### src/rtl/qrw_pkg.sv
// package: constants and types for the quad rail reset watchdog
package qrw_pkg;
  // clock rate and derived cycle counts
  localparam int unsigned CLK_HZ         = 25000000;
  localparam int unsigned WDT_MS         = 610;
  localparam int unsigned DLY_LONG_MS    = 300;
  localparam int unsigned DLY_SHORT_MS   = 20;
  localparam int unsigned WDT_CYC        = WDT_MS * (CLK_HZ / 1000);
  localparam int unsigned DLY_LONG_CYC   = DLY_LONG_MS * (CLK_HZ / 1000);
  localparam int unsigned DLY_SHORT_CYC  = DLY_SHORT_MS * (CLK_HZ / 1000);
  localparam int unsigned PROG_DLY_RST   = 32'h0001_86a0;
  localparam int unsigned CNT_W          = 32;
  localparam int unsigned NUM_CH         = 4;

  // axi register map, byte addresses
  localparam logic [7:0]  ADDR_CTRL      = 8'h00;
  localparam logic [7:0]  ADDR_STATUS    = 8'h04;
  localparam logic [7:0]  ADDR_PROG0     = 8'h10;
  localparam logic [1:0]  RESP_OKAY      = 2'h0;
  localparam logic [1:0]  RESP_SLVERR    = 2'h2;
  localparam logic [7:0]  CTRL_RST       = 8'h00;

  // delay mode per channel, two bits each in the control word
  typedef enum logic [1:0] {
    QRW_DLY_LONG  = 2'h0,
    QRW_DLY_SHORT = 2'h1,
    QRW_DLY_PROG  = 2'h2
  } qrw_dly_t;
endpackage : qrw_pkg

### src/rtl/qrw_top.sv
// module: four-channel supervisor with release delays and hang timer
`timescale 1ns/1ps
// Function
// - release only after the channel delay
// - assert channel reset immediately on condition
// - channel one releases on manual high, rail ok
// - manual reset low asserts channel one
// - channel two follows rail two level
// - channel three follows rail three level
// - channel four releases only inside window
// - build option selects output polarity
// - no kick for 610ms raises fault
// - no timeout while channel one asserted
// - fault stays latched despite kicks
// - only channel one reset clears fault
// - hang timer starts at channel one release
// - every kick edge restarts the countdown
// - delay mode long, short or programmable
module qrw_top
  import qrw_pkg::*;
#(
  parameter bit          ACTIVE_HIGH = 1'b0,       // output polarity option
  parameter int unsigned WDT_CYCLES  = WDT_CYC,    // hang timeout in cycles
  parameter int unsigned LONG_CYCLES = DLY_LONG_CYC, // long delay in cycles
  parameter int unsigned SHORT_CYCLES = DLY_SHORT_CYC // short delay in cycles
) (
  input  wire logic        aclk,                   // 25 MHz clock
  input  wire logic        aresetn,                // sync reset, low active
  input  wire logic        clk_en,                 // freezes state when low
  input  wire logic        manual_reset_in_n,      // manual reset, low active
  input  wire logic        rail_one_level,         // rail one above threshold
  input  wire logic        rail_two_level,         // rail two above threshold
  input  wire logic        rail_three_level,       // rail three above threshold
  input  wire logic        window_low_side_level,  // above falling threshold
  input  wire logic        window_high_side_level, // above rising threshold
  input  wire logic        watchdog_kick_in,       // kick pin
  output logic [3:0]       channel_reset_out,      // channel resets, index 0 is primary
  output logic             watchdog_fault_out,     // hang fault
  input  wire logic [7:0]  s_axi_awaddr,           // write address
  input  wire logic        s_axi_awvalid,          // write address valid
  output logic             s_axi_awready,          // write address ready
  input  wire logic [31:0] s_axi_wdata,            // write data
  input  wire logic [3:0]  s_axi_wstrb,            // write strobes
  input  wire logic        s_axi_wvalid,           // write data valid
  output logic             s_axi_wready,           // write data ready
  output logic [1:0]       s_axi_bresp,            // write response
  output logic             s_axi_bvalid,           // write response valid
  input  wire logic        s_axi_bready,           // write response ready
  input  wire logic [7:0]  s_axi_araddr,           // read address
  input  wire logic        s_axi_arvalid,          // read address valid
  output logic             s_axi_arready,          // read address ready
  output logic [31:0]      s_axi_rdata,            // read data
  output logic [1:0]       s_axi_rresp,            // read response
  output logic             s_axi_rvalid,           // read data valid
  input  wire logic        s_axi_rready            // read data ready
);

  if (WDT_CYCLES < 2 || LONG_CYCLES < 1 || SHORT_CYCLES < 1 ||
      WDT_CYCLES > 32'hffff_fff0) begin : g_bad_cfg
    $error("qrw_top: unusable cycle counts");
  end

  ////////////////////////////////////////////////////////////////////////////
  // input synchronisers
  logic [5:0] sync1_ff;
  logic [5:0] sync2_ff;
  logic       kick_prev_ff;
  wire  [5:0] raw_in = {watchdog_kick_in, window_high_side_level, window_low_side_level,
                        rail_three_level, rail_two_level, rail_one_level};

  // two flops on every pin flag
  always_ff @(posedge aclk) begin
    if (!aresetn) begin
      sync1_ff     <= 6'h00;
      sync2_ff     <= 6'h00;
      kick_prev_ff <= 1'b0;
    end else if (clk_en) begin
      sync1_ff     <= raw_in;
      sync2_ff     <= sync1_ff;
      kick_prev_ff <= sync2_ff[5];
    end
  end

  logic manual_sync1_ff;
  logic manual_sync2_ff;
  // manual reset resets to asserted (low)
  always_ff @(posedge aclk) begin
    if (!aresetn) begin
      manual_sync1_ff <= 1'b0;
      manual_sync2_ff <= 1'b0;
    end else if (clk_en) begin
      manual_sync1_ff <= manual_reset_in_n;
      manual_sync2_ff <= manual_sync1_ff;
    end
  end

  wire kick_edge = sync2_ff[5] ^ kick_prev_ff;

  // release conditions per channel
  logic [3:0] rel_ok;
  always_comb begin
    rel_ok[0] = manual_sync2_ff & sync2_ff[0];
    rel_ok[1] = sync2_ff[1];
    rel_ok[2] = sync2_ff[2];
    rel_ok[3] = sync2_ff[3] & ~sync2_ff[4];
  end

  ////////////////////////////////////////////////////////////////////////////
  // register file
  logic [7:0]       ctrl_ff;
  logic [CNT_W-1:0] prog_ff [NUM_CH];
  logic [3:0]       asserted_ff;
  logic             fault_ff;

  logic       aw_hold_ff;
  logic       w_hold_ff;
  logic [7:0] awaddr_ff;
  logic [31:0] wdata_ff;
  logic [3:0] wstrb_ff;

  // capture address and data in either order
  always_ff @(posedge aclk) begin
    if (!aresetn) begin
      aw_hold_ff <= 1'b0;
      w_hold_ff  <= 1'b0;
      awaddr_ff  <= 8'h00;
      wdata_ff   <= 32'h0000_0000;
      wstrb_ff   <= 4'h0;
    end else if (clk_en) begin
      if (s_axi_awvalid && s_axi_awready) begin
        aw_hold_ff <= 1'b1;
        awaddr_ff  <= s_axi_awaddr;
      end else if (s_axi_bvalid && s_axi_bready) begin
        aw_hold_ff <= 1'b0;
      end
      if (s_axi_wvalid && s_axi_wready) begin
        w_hold_ff <= 1'b1;
        wdata_ff  <= s_axi_wdata;
        wstrb_ff  <= s_axi_wstrb;
      end else if (s_axi_bvalid && s_axi_bready) begin
        w_hold_ff <= 1'b0;
      end
    end
  end

  wire wr_go     = aw_hold_ff && w_hold_ff && !s_axi_bvalid;
  wire wr_prog   = awaddr_ff[7:4] == ADDR_PROG0[7:4] && awaddr_ff[1:0] == 2'h0;
  wire wr_hit    = awaddr_ff == ADDR_CTRL || wr_prog;

  // ready while nothing held, response once both taken
  always_ff @(posedge aclk) begin
    if (!aresetn) begin
      s_axi_awready <= 1'b0;
      s_axi_wready  <= 1'b0;
      s_axi_bvalid  <= 1'b0;
      s_axi_bresp   <= RESP_OKAY;
    end else if (clk_en) begin
      s_axi_awready <= !aw_hold_ff && !(s_axi_awvalid && s_axi_awready);
      s_axi_wready  <= !w_hold_ff && !(s_axi_wvalid && s_axi_wready);
      if (wr_go) begin
        s_axi_bvalid <= 1'b1;
        s_axi_bresp  <= wr_hit ? RESP_OKAY : RESP_SLVERR;
      end else if (s_axi_bready) begin
        s_axi_bvalid <= 1'b0;
      end
    end
  end

  // control word: delay mode per channel
  always_ff @(posedge aclk) begin
    if (!aresetn) begin
      ctrl_ff <= CTRL_RST;
    end else if (clk_en && wr_go && awaddr_ff == ADDR_CTRL && wstrb_ff[0]) begin
      ctrl_ff <= wdata_ff[7:0];
    end
  end

  // programmable delays, one word per channel
  for (genvar c = 0; c < NUM_CH; c++) begin : g_prog
    always_ff @(posedge aclk) begin
      if (!aresetn) begin
        prog_ff[c] <= PROG_DLY_RST;
      end else if (clk_en && wr_go && wr_prog && awaddr_ff[3:2] == 2'(c)) begin
        for (int b = 0; b < 4; b++) begin
          if (wstrb_ff[b])
            prog_ff[c][8*b +: 8] <= wdata_ff[8*b +: 8];
        end
      end
    end
  end

  // read side
  logic [31:0] nxt_rdata;
  logic        nxt_rerr;
  always_comb begin
    nxt_rdata = 32'h0000_0000;
    nxt_rerr  = 1'b0;
    if (s_axi_araddr == ADDR_CTRL)
      nxt_rdata = {24'h000000, ctrl_ff};
    else if (s_axi_araddr == ADDR_STATUS)
      nxt_rdata = {23'h000000, fault_ff, asserted_ff, rel_ok};
    else if (s_axi_araddr[7:4] == ADDR_PROG0[7:4] && s_axi_araddr[1:0] == 2'h0)
      nxt_rdata = prog_ff[s_axi_araddr[3:2]];
    else
      nxt_rerr = 1'b1;
  end

  // one read at a time, answer the cycle after acceptance
  always_ff @(posedge aclk) begin
    if (!aresetn) begin
      s_axi_arready <= 1'b0;
      s_axi_rvalid  <= 1'b0;
      s_axi_rdata   <= 32'h0000_0000;
      s_axi_rresp   <= RESP_OKAY;
    end else if (clk_en) begin
      s_axi_arready <= !s_axi_rvalid && !(s_axi_arvalid && s_axi_arready);
      if (s_axi_arvalid && s_axi_arready) begin
        s_axi_rvalid <= 1'b1;
        s_axi_rdata  <= nxt_rdata;
        s_axi_rresp  <= nxt_rerr ? RESP_SLVERR : RESP_OKAY;
      end else if (s_axi_rready) begin
        s_axi_rvalid <= 1'b0;
      end
    end
  end

  ////////////////////////////////////////////////////////////////////////////
  // supervisor channels
  logic [CNT_W-1:0] dly_cnt_ff [NUM_CH];

  for (genvar c = 0; c < NUM_CH; c++) begin : g_ch
    qrw_dly_t         mode;
    logic [CNT_W-1:0] target;
    always_comb begin
      mode = qrw_dly_t'(ctrl_ff[2*c +: 2]);
      case (mode)
        QRW_DLY_LONG:  target = CNT_W'(LONG_CYCLES);
        QRW_DLY_SHORT: target = CNT_W'(SHORT_CYCLES);
        QRW_DLY_PROG:  target = (prog_ff[c] == '0) ? CNT_W'(1) : prog_ff[c];
        default:       target = CNT_W'(LONG_CYCLES);
      endcase
    end

    // next asserted state, so the pin tracks without an extra cycle
    logic nxt_asserted;
    assign nxt_asserted = !rel_ok[c] || (asserted_ff[c] && (dly_cnt_ff[c] + 1'b1 < target));

    // assert at once, release after counted delay
    always_ff @(posedge aclk) begin
      if (!aresetn) begin
        asserted_ff[c] <= 1'b1;
        dly_cnt_ff[c]  <= '0;
      end else if (clk_en) begin
        if (!rel_ok[c]) begin
          asserted_ff[c] <= 1'b1;
          dly_cnt_ff[c]  <= '0;
        end else if (asserted_ff[c]) begin
          if (dly_cnt_ff[c] + 1'b1 >= target)
            asserted_ff[c] <= 1'b0;
          else
            dly_cnt_ff[c] <= dly_cnt_ff[c] + 1'b1;
        end
      end
    end

    // pin level from polarity option
    always_ff @(posedge aclk) begin
      if (!aresetn)
        channel_reset_out[c] <= ACTIVE_HIGH;
      else if (clk_en)
        channel_reset_out[c] <= ACTIVE_HIGH ? nxt_asserted : ~nxt_asserted;
    end
  end

  ////////////////////////////////////////////////////////////////////////////
  // hang timer on channel one
  logic [CNT_W-1:0] wdt_cnt_ff;

  always_ff @(posedge aclk) begin
    if (!aresetn) begin
      wdt_cnt_ff <= '0;
      fault_ff   <= 1'b0;
    end else if (clk_en) begin
      if (asserted_ff[0]) begin
        wdt_cnt_ff <= '0;
        fault_ff   <= 1'b0;
      end else if (!fault_ff) begin
        if (kick_edge)
          wdt_cnt_ff <= '0;
        else if (wdt_cnt_ff + 1'b1 >= CNT_W'(WDT_CYCLES))
          fault_ff <= 1'b1;
        else
          wdt_cnt_ff <= wdt_cnt_ff + 1'b1;
      end
    end
  end

  // fault pin with polarity option
  always_ff @(posedge aclk) begin
    if (!aresetn)
      watchdog_fault_out <= ~ACTIVE_HIGH;
    else if (clk_en)
      watchdog_fault_out <= ACTIVE_HIGH ? fault_ff : ~fault_ff;
  end

  ////////////////////////////////////////////////////////////////////////////
  // assertions
  property p_assert_fast;
    @(posedge aclk) disable iff (!aresetn)
      (clk_en && !rel_ok[1]) |=> asserted_ff[1];
  endproperty
  a_assert_fast: assert property (p_assert_fast) else $error("channel not asserted");

  property p_manual_holds;
    @(posedge aclk) disable iff (!aresetn)
      (clk_en && !manual_sync2_ff) |=> asserted_ff[0];
  endproperty
  a_manual_holds: assert property (p_manual_holds) else $error("manual reset ignored");

  property p_window;
    @(posedge aclk) disable iff (!aresetn)
      (clk_en && sync2_ff[4]) |=> asserted_ff[3];
  endproperty
  a_window: assert property (p_window) else $error("window high side ignored");

  property p_no_early_release;
    @(posedge aclk) disable iff (!aresetn)
      $fell(asserted_ff[2]) |-> $past(dly_cnt_ff[2]) + 1 >= $past(g_ch[2].target);
  endproperty
  a_no_early_release: assert property (p_no_early_release) else $error("early release");

  property p_fault_latched;
    @(posedge aclk) disable iff (!aresetn)
      (fault_ff && !asserted_ff[0]) |=> fault_ff;
  endproperty
  a_fault_latched: assert property (p_fault_latched) else $error("fault cleared");

  property p_fault_clear;
    @(posedge aclk) disable iff (!aresetn)
      $fell(fault_ff) |-> $past(asserted_ff[0]);
  endproperty
  a_fault_clear: assert property (p_fault_clear) else $error("fault cleared wrongly");

  property p_no_fault_in_reset;
    @(posedge aclk) disable iff (!aresetn)
      (clk_en && asserted_ff[0]) |=> !fault_ff;
  endproperty
  a_no_fault_in_reset: assert property (p_no_fault_in_reset) else $error("fault in reset");

  property p_kick_restart;
    @(posedge aclk) disable iff (!aresetn)
      (clk_en && kick_edge && !fault_ff && !asserted_ff[0]) |=> wdt_cnt_ff == '0;
  endproperty
  a_kick_restart: assert property (p_kick_restart) else $error("kick not restarting");

  property p_pin_polarity;
    @(posedge aclk) disable iff (!aresetn)
      clk_en |=> watchdog_fault_out == (ACTIVE_HIGH ? $past(fault_ff) : !$past(fault_ff));
  endproperty
  a_pin_polarity: assert property (p_pin_polarity) else $error("fault pin polarity");

endmodule : qrw_top

### config.mk
export PLATFORM = sky130hd
export DESIGN_NAME = qrw_top
export DESIGN_NICKNAME = d
export VERILOG_FILES = /design/src/rtl/qrw_pkg.sv /design/src/rtl/qrw_top.sv
export SDC_FILE = /design/constraint.sdc
export NUM_CORES = 1
export LEC_CHECK = 0
export BUFFER_PORTS_ARGS = -buffer_cell sky130_fd_sc_hd__buf_2
export CAP_MARGIN = 10
export CORE_MARGIN = 3
export CORE_UTILIZATION = 56
export CTS_CLUSTER_SIZE = 24
export DETAILED_ROUTE_END_ITERATION = 12
export GPL_TIMING_DRIVEN = 0
export PLACE_DENSITY_LB_ADDON = 0.2
export SKIP_LAST_GASP = 1
export SYNTH_ARGS = -nofsm -noshare
export SYNTH_HDL_FRONTEND = slang
export SYNTH_SLANG_ARGS = --single-unit
### constraint.sdc
create_clock -name aclk -period 6.52 [get_ports aclk]
set_clock_uncertainty 0.05 [all_clocks]
set_input_delay 0.326 -clock aclk [delete_from_list [all_inputs] [get_ports aclk]]
set_output_delay 0.326 -clock aclk [all_outputs]
set_load 0.05 [all_outputs]
## Word-level counts from Yosys, hierarchy flattened

Memories as Yosys holds them, arrays and structs flattened.
Cells that the tools add are included.

| word-level totals | value |
|---|---|
| RAM bits | 256 |
| memories kept | 2 |
| input port bits | 67 |
| output and inout port bits | 46 |
| register bits after elaboration | 152 |

| operators by class | value |
|---|---|
| reduce and logical (&&, ||, !) cells | 61 |
| order comparisons | 9 |
| add/sub/neg operators | 5 |
| bitwise gates (word level) | 33 |
| eq/ne operators | 16 |
| multiplexer cells | 152 |

Memories:

| name | words | width | read ports | clocked after memory_dff | write ports | RTL line | text |
|---|---|---|---|---|---|---|---|
| dly_cnt_ff | 4 | 32 | 4 | 0 | 4 | qrw_top.sv:229 | `logic [CNT_W-1:0] dly_cnt_ff [NUM_CH];` |
| prog_ff | 4 | 32 | 5 | 0 | 4 | qrw_top.sv:111 | `logic [CNT_W-1:0] prog_ff [NUM_CH];` |

Operators by type and width:

| kind | number |
|---|---|
| $mux 32 | 19 |
| $pmux 32 s2 | 4 |
| $add 32x1->32 const B | 5 |
| $ge 32x32->1 | 4 |
| $logic_not 32->1 | 4 |
| $lt 32x32->1 | 4 |
| $mux 8 | 16 |
| $mux 1 | 111 |
| $ge 32x24->1 const B | 1 |
| $or 1x1->1 | 24 |
| $logic_and 1x1->1 | 23 |
| $logic_not 8->1 | 2 |
| $reduce_and 2->1 | 8 |
| $eq 2x2->1 const B | 6 |
| $logic_not 1->1 | 11 |
| $eq 2x1->1 const B | 5 |
| $eq 4x1->1 const B | 2 |
| $eq 8x3->1 const B | 1 |
| $reduce_bool 2->1 | 4 |
| $logic_not 2->1 | 3 |
| $not 1->1 | 6 |
| $logic_or 1x1->1 | 5 |
| $mux 2 | 2 |
| $ne 3x3->1 const B | 1 |
| 4 further kinds | 5 |

## Longest topological paths before layout

An unclocked memory read counts as a cell.

| logic depth | value |
|---|---|
| depth in word-level cells | 12 |
| gate-level depth with buffers | 19 |

## Worst setup path after synthesis

No wires, ideal clock.

| timing | value |
|---|---|
| kind | reg-to-reg |
| start | mem dly_cnt_ff[2][2] |
| end | mem dly_cnt_ff[2][0], enable pin |
| setup time | 0.466 ns |
| data arrival time | 5.799 ns |
| cell stages (with the launch flop) | 19 |
| slack | 0.205 ns |
| cell sequence | edfxtp_1 > and3_1 > and3_1 > nand2_1 > nor3_1 > and4_1 > nand4_1 > nand2b_1 > xnor2_1 > ha_1 > a21o_1 > a21o_1 > a21oi_1 > nor2b_1 > o21ai_0 > a21oi_1 > or4_1 > o21a_1 > o21ai_0 |

RTL lines:

| what | RTL line |
|---|---|
| start, declared | qrw_top.sv:229 |

==> impl_metrics.csv <==
group,metric,value,unit
run_status,status,"finished, final reports clean",
route,wl_per_cell,22.34,µm
hold_path,holdPathStages,4,
grt,antenna_found_initial,0,
worst_setup_path,reg2reg_depth,19,
floorplan,die_y,209.3,µm
logic_synthesis,synth_mux_area_share,4.772,%
clocking,clock_latency,0.58,ns
worst_setup_path,path_delay_family,"simple AND/OR/NAND/NOR gates",
finish,fin_cells,3135,
sta,fmax,0.1911,GHz
sta,slew-limit-headroom,32.96,%
worst_setup_path,crit_required,6.89,ns
hold_path,min_to,"s_axi_bvalid",
logic_synthesis,synthArstFlopShare,0,%
power,p_leak,9.876,nW
grt,grt_pass1_wl,107100,µm
route,dr.pass1.iters,6,
clocking,cts_tree,"done",
logic_synthesis,synth_flop_cell,"edfxtp_1",
floorplan,rows,73,
logic_synthesis,synth_seq_cells,406,
floorplan,dieArea,0.04382,mm²
logic_synthesis,synth_cells,2362,
worst_setup_path,critical_path_class,"reg2reg",
grt,grt_overflow,0,
finish,syn_to_final_growth,14.61,%
worst_setup_path,r2r_setup_slack,1.29,ns
finish,nets,2781,
worst_setup_path,rr_startpoint,"dly_cnt_ff[2][2]",
clocking,root_buffer,"clkbuf_16",
logic_synthesis,synth_top_family_by_area,"simple AND/OR/NAND/NOR gates",
route,drc_errors,0,
floorplan,core_area,0.04028,mm²
clocking,clk_pin_slew,0.06,ns
route,ant_nets,0,
worst_setup_path,start_kind,"flip-flop",
worst_setup_path,crit_start,"dly_cnt_ff[2][2]",
route,drt-initial-drc-count,2107,
sta,fin_crit,5.232,ns
sta,setup_viol,0,
logic_synthesis,yosys-top-cells-area,"edfxtp_1, dfxtp_1, ha_1",
sta,slew_viol_final,0,
clocking,cts_made_buffers,45,
sta,fin_crit_sh,80.25,%
worst_setup_path,arrival,5.61,ns
logic_synthesis,synth_compound_area_share,9.074,%
power,irDropWorstVdd,0.2021,mV
logic_synthesis,synth_warnings,0,
worst_setup_path,crit_fanout,10,
logic_synthesis,syn_avg_cell_area,9.802,µm²
route,via_per_inst,6.179,
floorplan,die_w,209.3,µm
floorplan,start_util,57.48,%
logic_synthesis,yosysTopAreaCell,"edfxtp_1",
logic_synthesis,synthSimpleGateAreaFrac,24.81,%
run,maxCapViolations,0,
place,dp_cells,2999,
sta,rsz0062_at_grt,"false",
worst_setup_path,max_stage_delay,0.66,ns
route,wl,70030,µm
place,portBuffers,107,
hold_path,hp-class,"in2reg",
logic_synthesis,synth_seq_area_share,46.17,%
grt,grt_max_degree,33,
worst_setup_path,critPathBufInv,1,
worst_setup_path,end_kind,"flip-flop",
finish,drive_above_1_share,10.47,%
worst_setup_path,slowest_stage,"or4_1",
logic_synthesis,synthAdderAreaFrac,7.674,%
clocking,cts.sinks,406,
clocking,htree_levels,2,
power,p_per_area,224.9,mW/mm²
clocking,cts_setup_buffers,0,
route,num_vias,19370,
logic_synthesis,synth_top_area_share,33.20,%
place,dp_hpwl,53840,µm
grt,grt_pass1_vias,18850,
logic_synthesis,ys_types,69,
logic_synthesis,synth-xor-area-share,5.031,%
clocking,clk_path_buf_depth,3,
place,place_congestion,0.9989,
logic_synthesis,synth_edf_count,256,
worst_setup_path,crit_chain,"and3_1 -> and3_1 -> nand2_1 -> nor3_1 -> and4_1 -> nand4_1 -> nand2b_1 -> xnor2_1 -> ha_1 -> a21o_1 -> a21o_1 -> a21oi_1 -> nor2b_1 -> o21ai_0 -> a21oi_1 -> or4_1 -> or3_1 -> clkbuf_1 -> nor2b_1",
sta,hold_violations,0,
floorplan,io_pins,113,
grt,grt.total_usage,31.40,%
sta,tightest_slew,1.006,ns
logic_synthesis,synth_area,0.02315,mm²
worst_setup_path,timing.rr.end,"dly_cnt_ff[2][25]",
power,p_total,5.967,mW
hold_path,worstHoldStart,"s_axi_bready",
tightest hold or removal path, stage by stage:
cell and delay, ns:
buf_2 0.11, nand2_1 0.06, a21oi_1 0.06, nor2_1 0.08
what timing repair did:
| action | 4_1_cts | 5_1_grt |
|---|---|---|
| endpoints found under the setup margin | 0 | 0 |
| hold buffers | 51 | 0 |
| gates resized for setup | 0 | 0 |
| hold endpoints to repair | 51 | 0 |
synthesized netlist by cell type (4+ instances only):
cell	number
nand2_1	306
edfxtp_1	256
a21oi_1	173
nor2_1	166
dfxtp_1	150
ha_1	142
nor2b_1	136
and2_1	111
nand3_1	104
clkbuf_1	80
xnor2_1	80
nand4_1	65
xor2_1	53
o21ai_0	47
inv_1	42
nor4_1	40
and3_1	39
a21o_1	37
or3_1	36
mux2i_1	35
nor3_1	34
mux4_2	32
or2_2	29
a31oi_1	21
o21a_1	13
a211oi_1	11
and4_1	11
or4_1	11
o31ai_1	10
buf_1	9
o311ai_0	9
buf_2	8
nand2b_1	8
o211ai_1	8
a211o_1	4
buf_4	4
worst max-delay path by stage:
| stage | to | slack [ns] | cells past startpoint |
|---|---|---|---|
| floorplan | dly_cnt_ff[2][0] | 0.21 | 18 |
| global placement | dly_cnt_ff[2][28] | -1.60 | 18 |
| detailed placement | dly_cnt_ff[2][25] | 1.33 | 19 |
| CTS | dly_cnt_ff[2][4] | 1.29 | 19 |
| global route | dly_cnt_ff[2][25] | 0.90 | 19 |
| finish | dly_cnt_ff[2][25] | 1.29 | 19 |
per-stage QoR:
stage	hold slack [ns]	TNS [ns]	setup WS [ns]	util (%)	area [µm²]
floorplan	0.3860	0	0.2052	-	23160
global placement	0.3911	-70.35	-1.598	60.45	24350
detailed placement	0.3961	0	1.333	60.84	24510
CTS	0.02403	0	1.286	65.86	26530
global route	0.07255	0	0.8958	65.86	26530
finish	0.05584	0	1.288	65.87	26530
per-layer routing:
| metal | track usage, % | vias to the layer above | part of all wire [%] |
|---|---|---|---|
| met5 | 0 | - | 0 |
| met3 | 5.680 | 196 | 9.4 |
| met2 | 48.87 | 935 | 44 |
| li1 | - | 8950 | - |
| met4 | 14.60 | 0 | 5.1 |
| met1 | 42.98 | 9290 | 41 |
power by group:
| group | internal (mW) | switching (mW) |
|---|---|---|
| registers | 2.81 | 0.0984 |
| clock network | 1.53 | 1.07 |
| logic | 0.192 | 0.266 |
| total | 4.53 | 1.44 |
cell families (layout without fill, tap and decap cells):
kind of cell,after synthesis,in the layout
AOI/OAI and AO/OA,351,351
adders and majority gates,142,142
buffers and inverters,144,389
muxes,70,70
and+or+nand+nor,1115,1115
xor gates and xnor gates,133,133
other,1,4
DFF,406,406
cell usage in the layout, fill, tap and decap left out, types with 10 or more instances in the layout:
master	netlist	routed
or4_1	11	11
dfxtp_1	150	150
or3_1	36	36
and2_1	111	111
a211oi_1	11	11
xor2_1	53	53
clkbuf_16	0	50
nand3_1	104	104
nand2_1	306	306
nor4_1	40	40
edfxtp_1	256	256
or2_2	29	29
a21o_1	37	37
o21a_1	13	13
and3_1	39	39
o21ai_0	47	46
nand4_1	65	65
inv_1	42	42
mux2i_1	35	35
nor2_1	166	166
dlygate4sd3_1	0	51
a21oi_1	173	173
nor3_1	34	34
ha_1	142	142
a31oi_1	21	20
mux4_2	32	32
buf_2	8	115
o31ai_1	10	10
clkbuf_1	80	91
nor2b_1	136	136
xnor2_1	80	80
and4_1	11	11
final cells by class:
type	instances	area (µm²)
inverter	42	157.7
timing repair buffer	162	1141
tap	525	656.9
buffer	102	409.1
fill	3179	13750
antenna	2	5.005
clock inverter	14	110.1
clock buffer	69	1403
sequential	406	10690
multi-input combinational	1813	11960
state kept, by name, indices dropped and copies added, names as in the netlist, 6 cells and up:
signal       cells
dly_cnt_ff     128
wdt_cnt_ff      32
ctrl_ff          8
s_axi_rdata     32
awaddr_ff        8
sync1_ff         6
wdata_ff        32
sync2_ff         6
prog_ff        128
No activity file was read; power rests on OpenSTA's default activity.
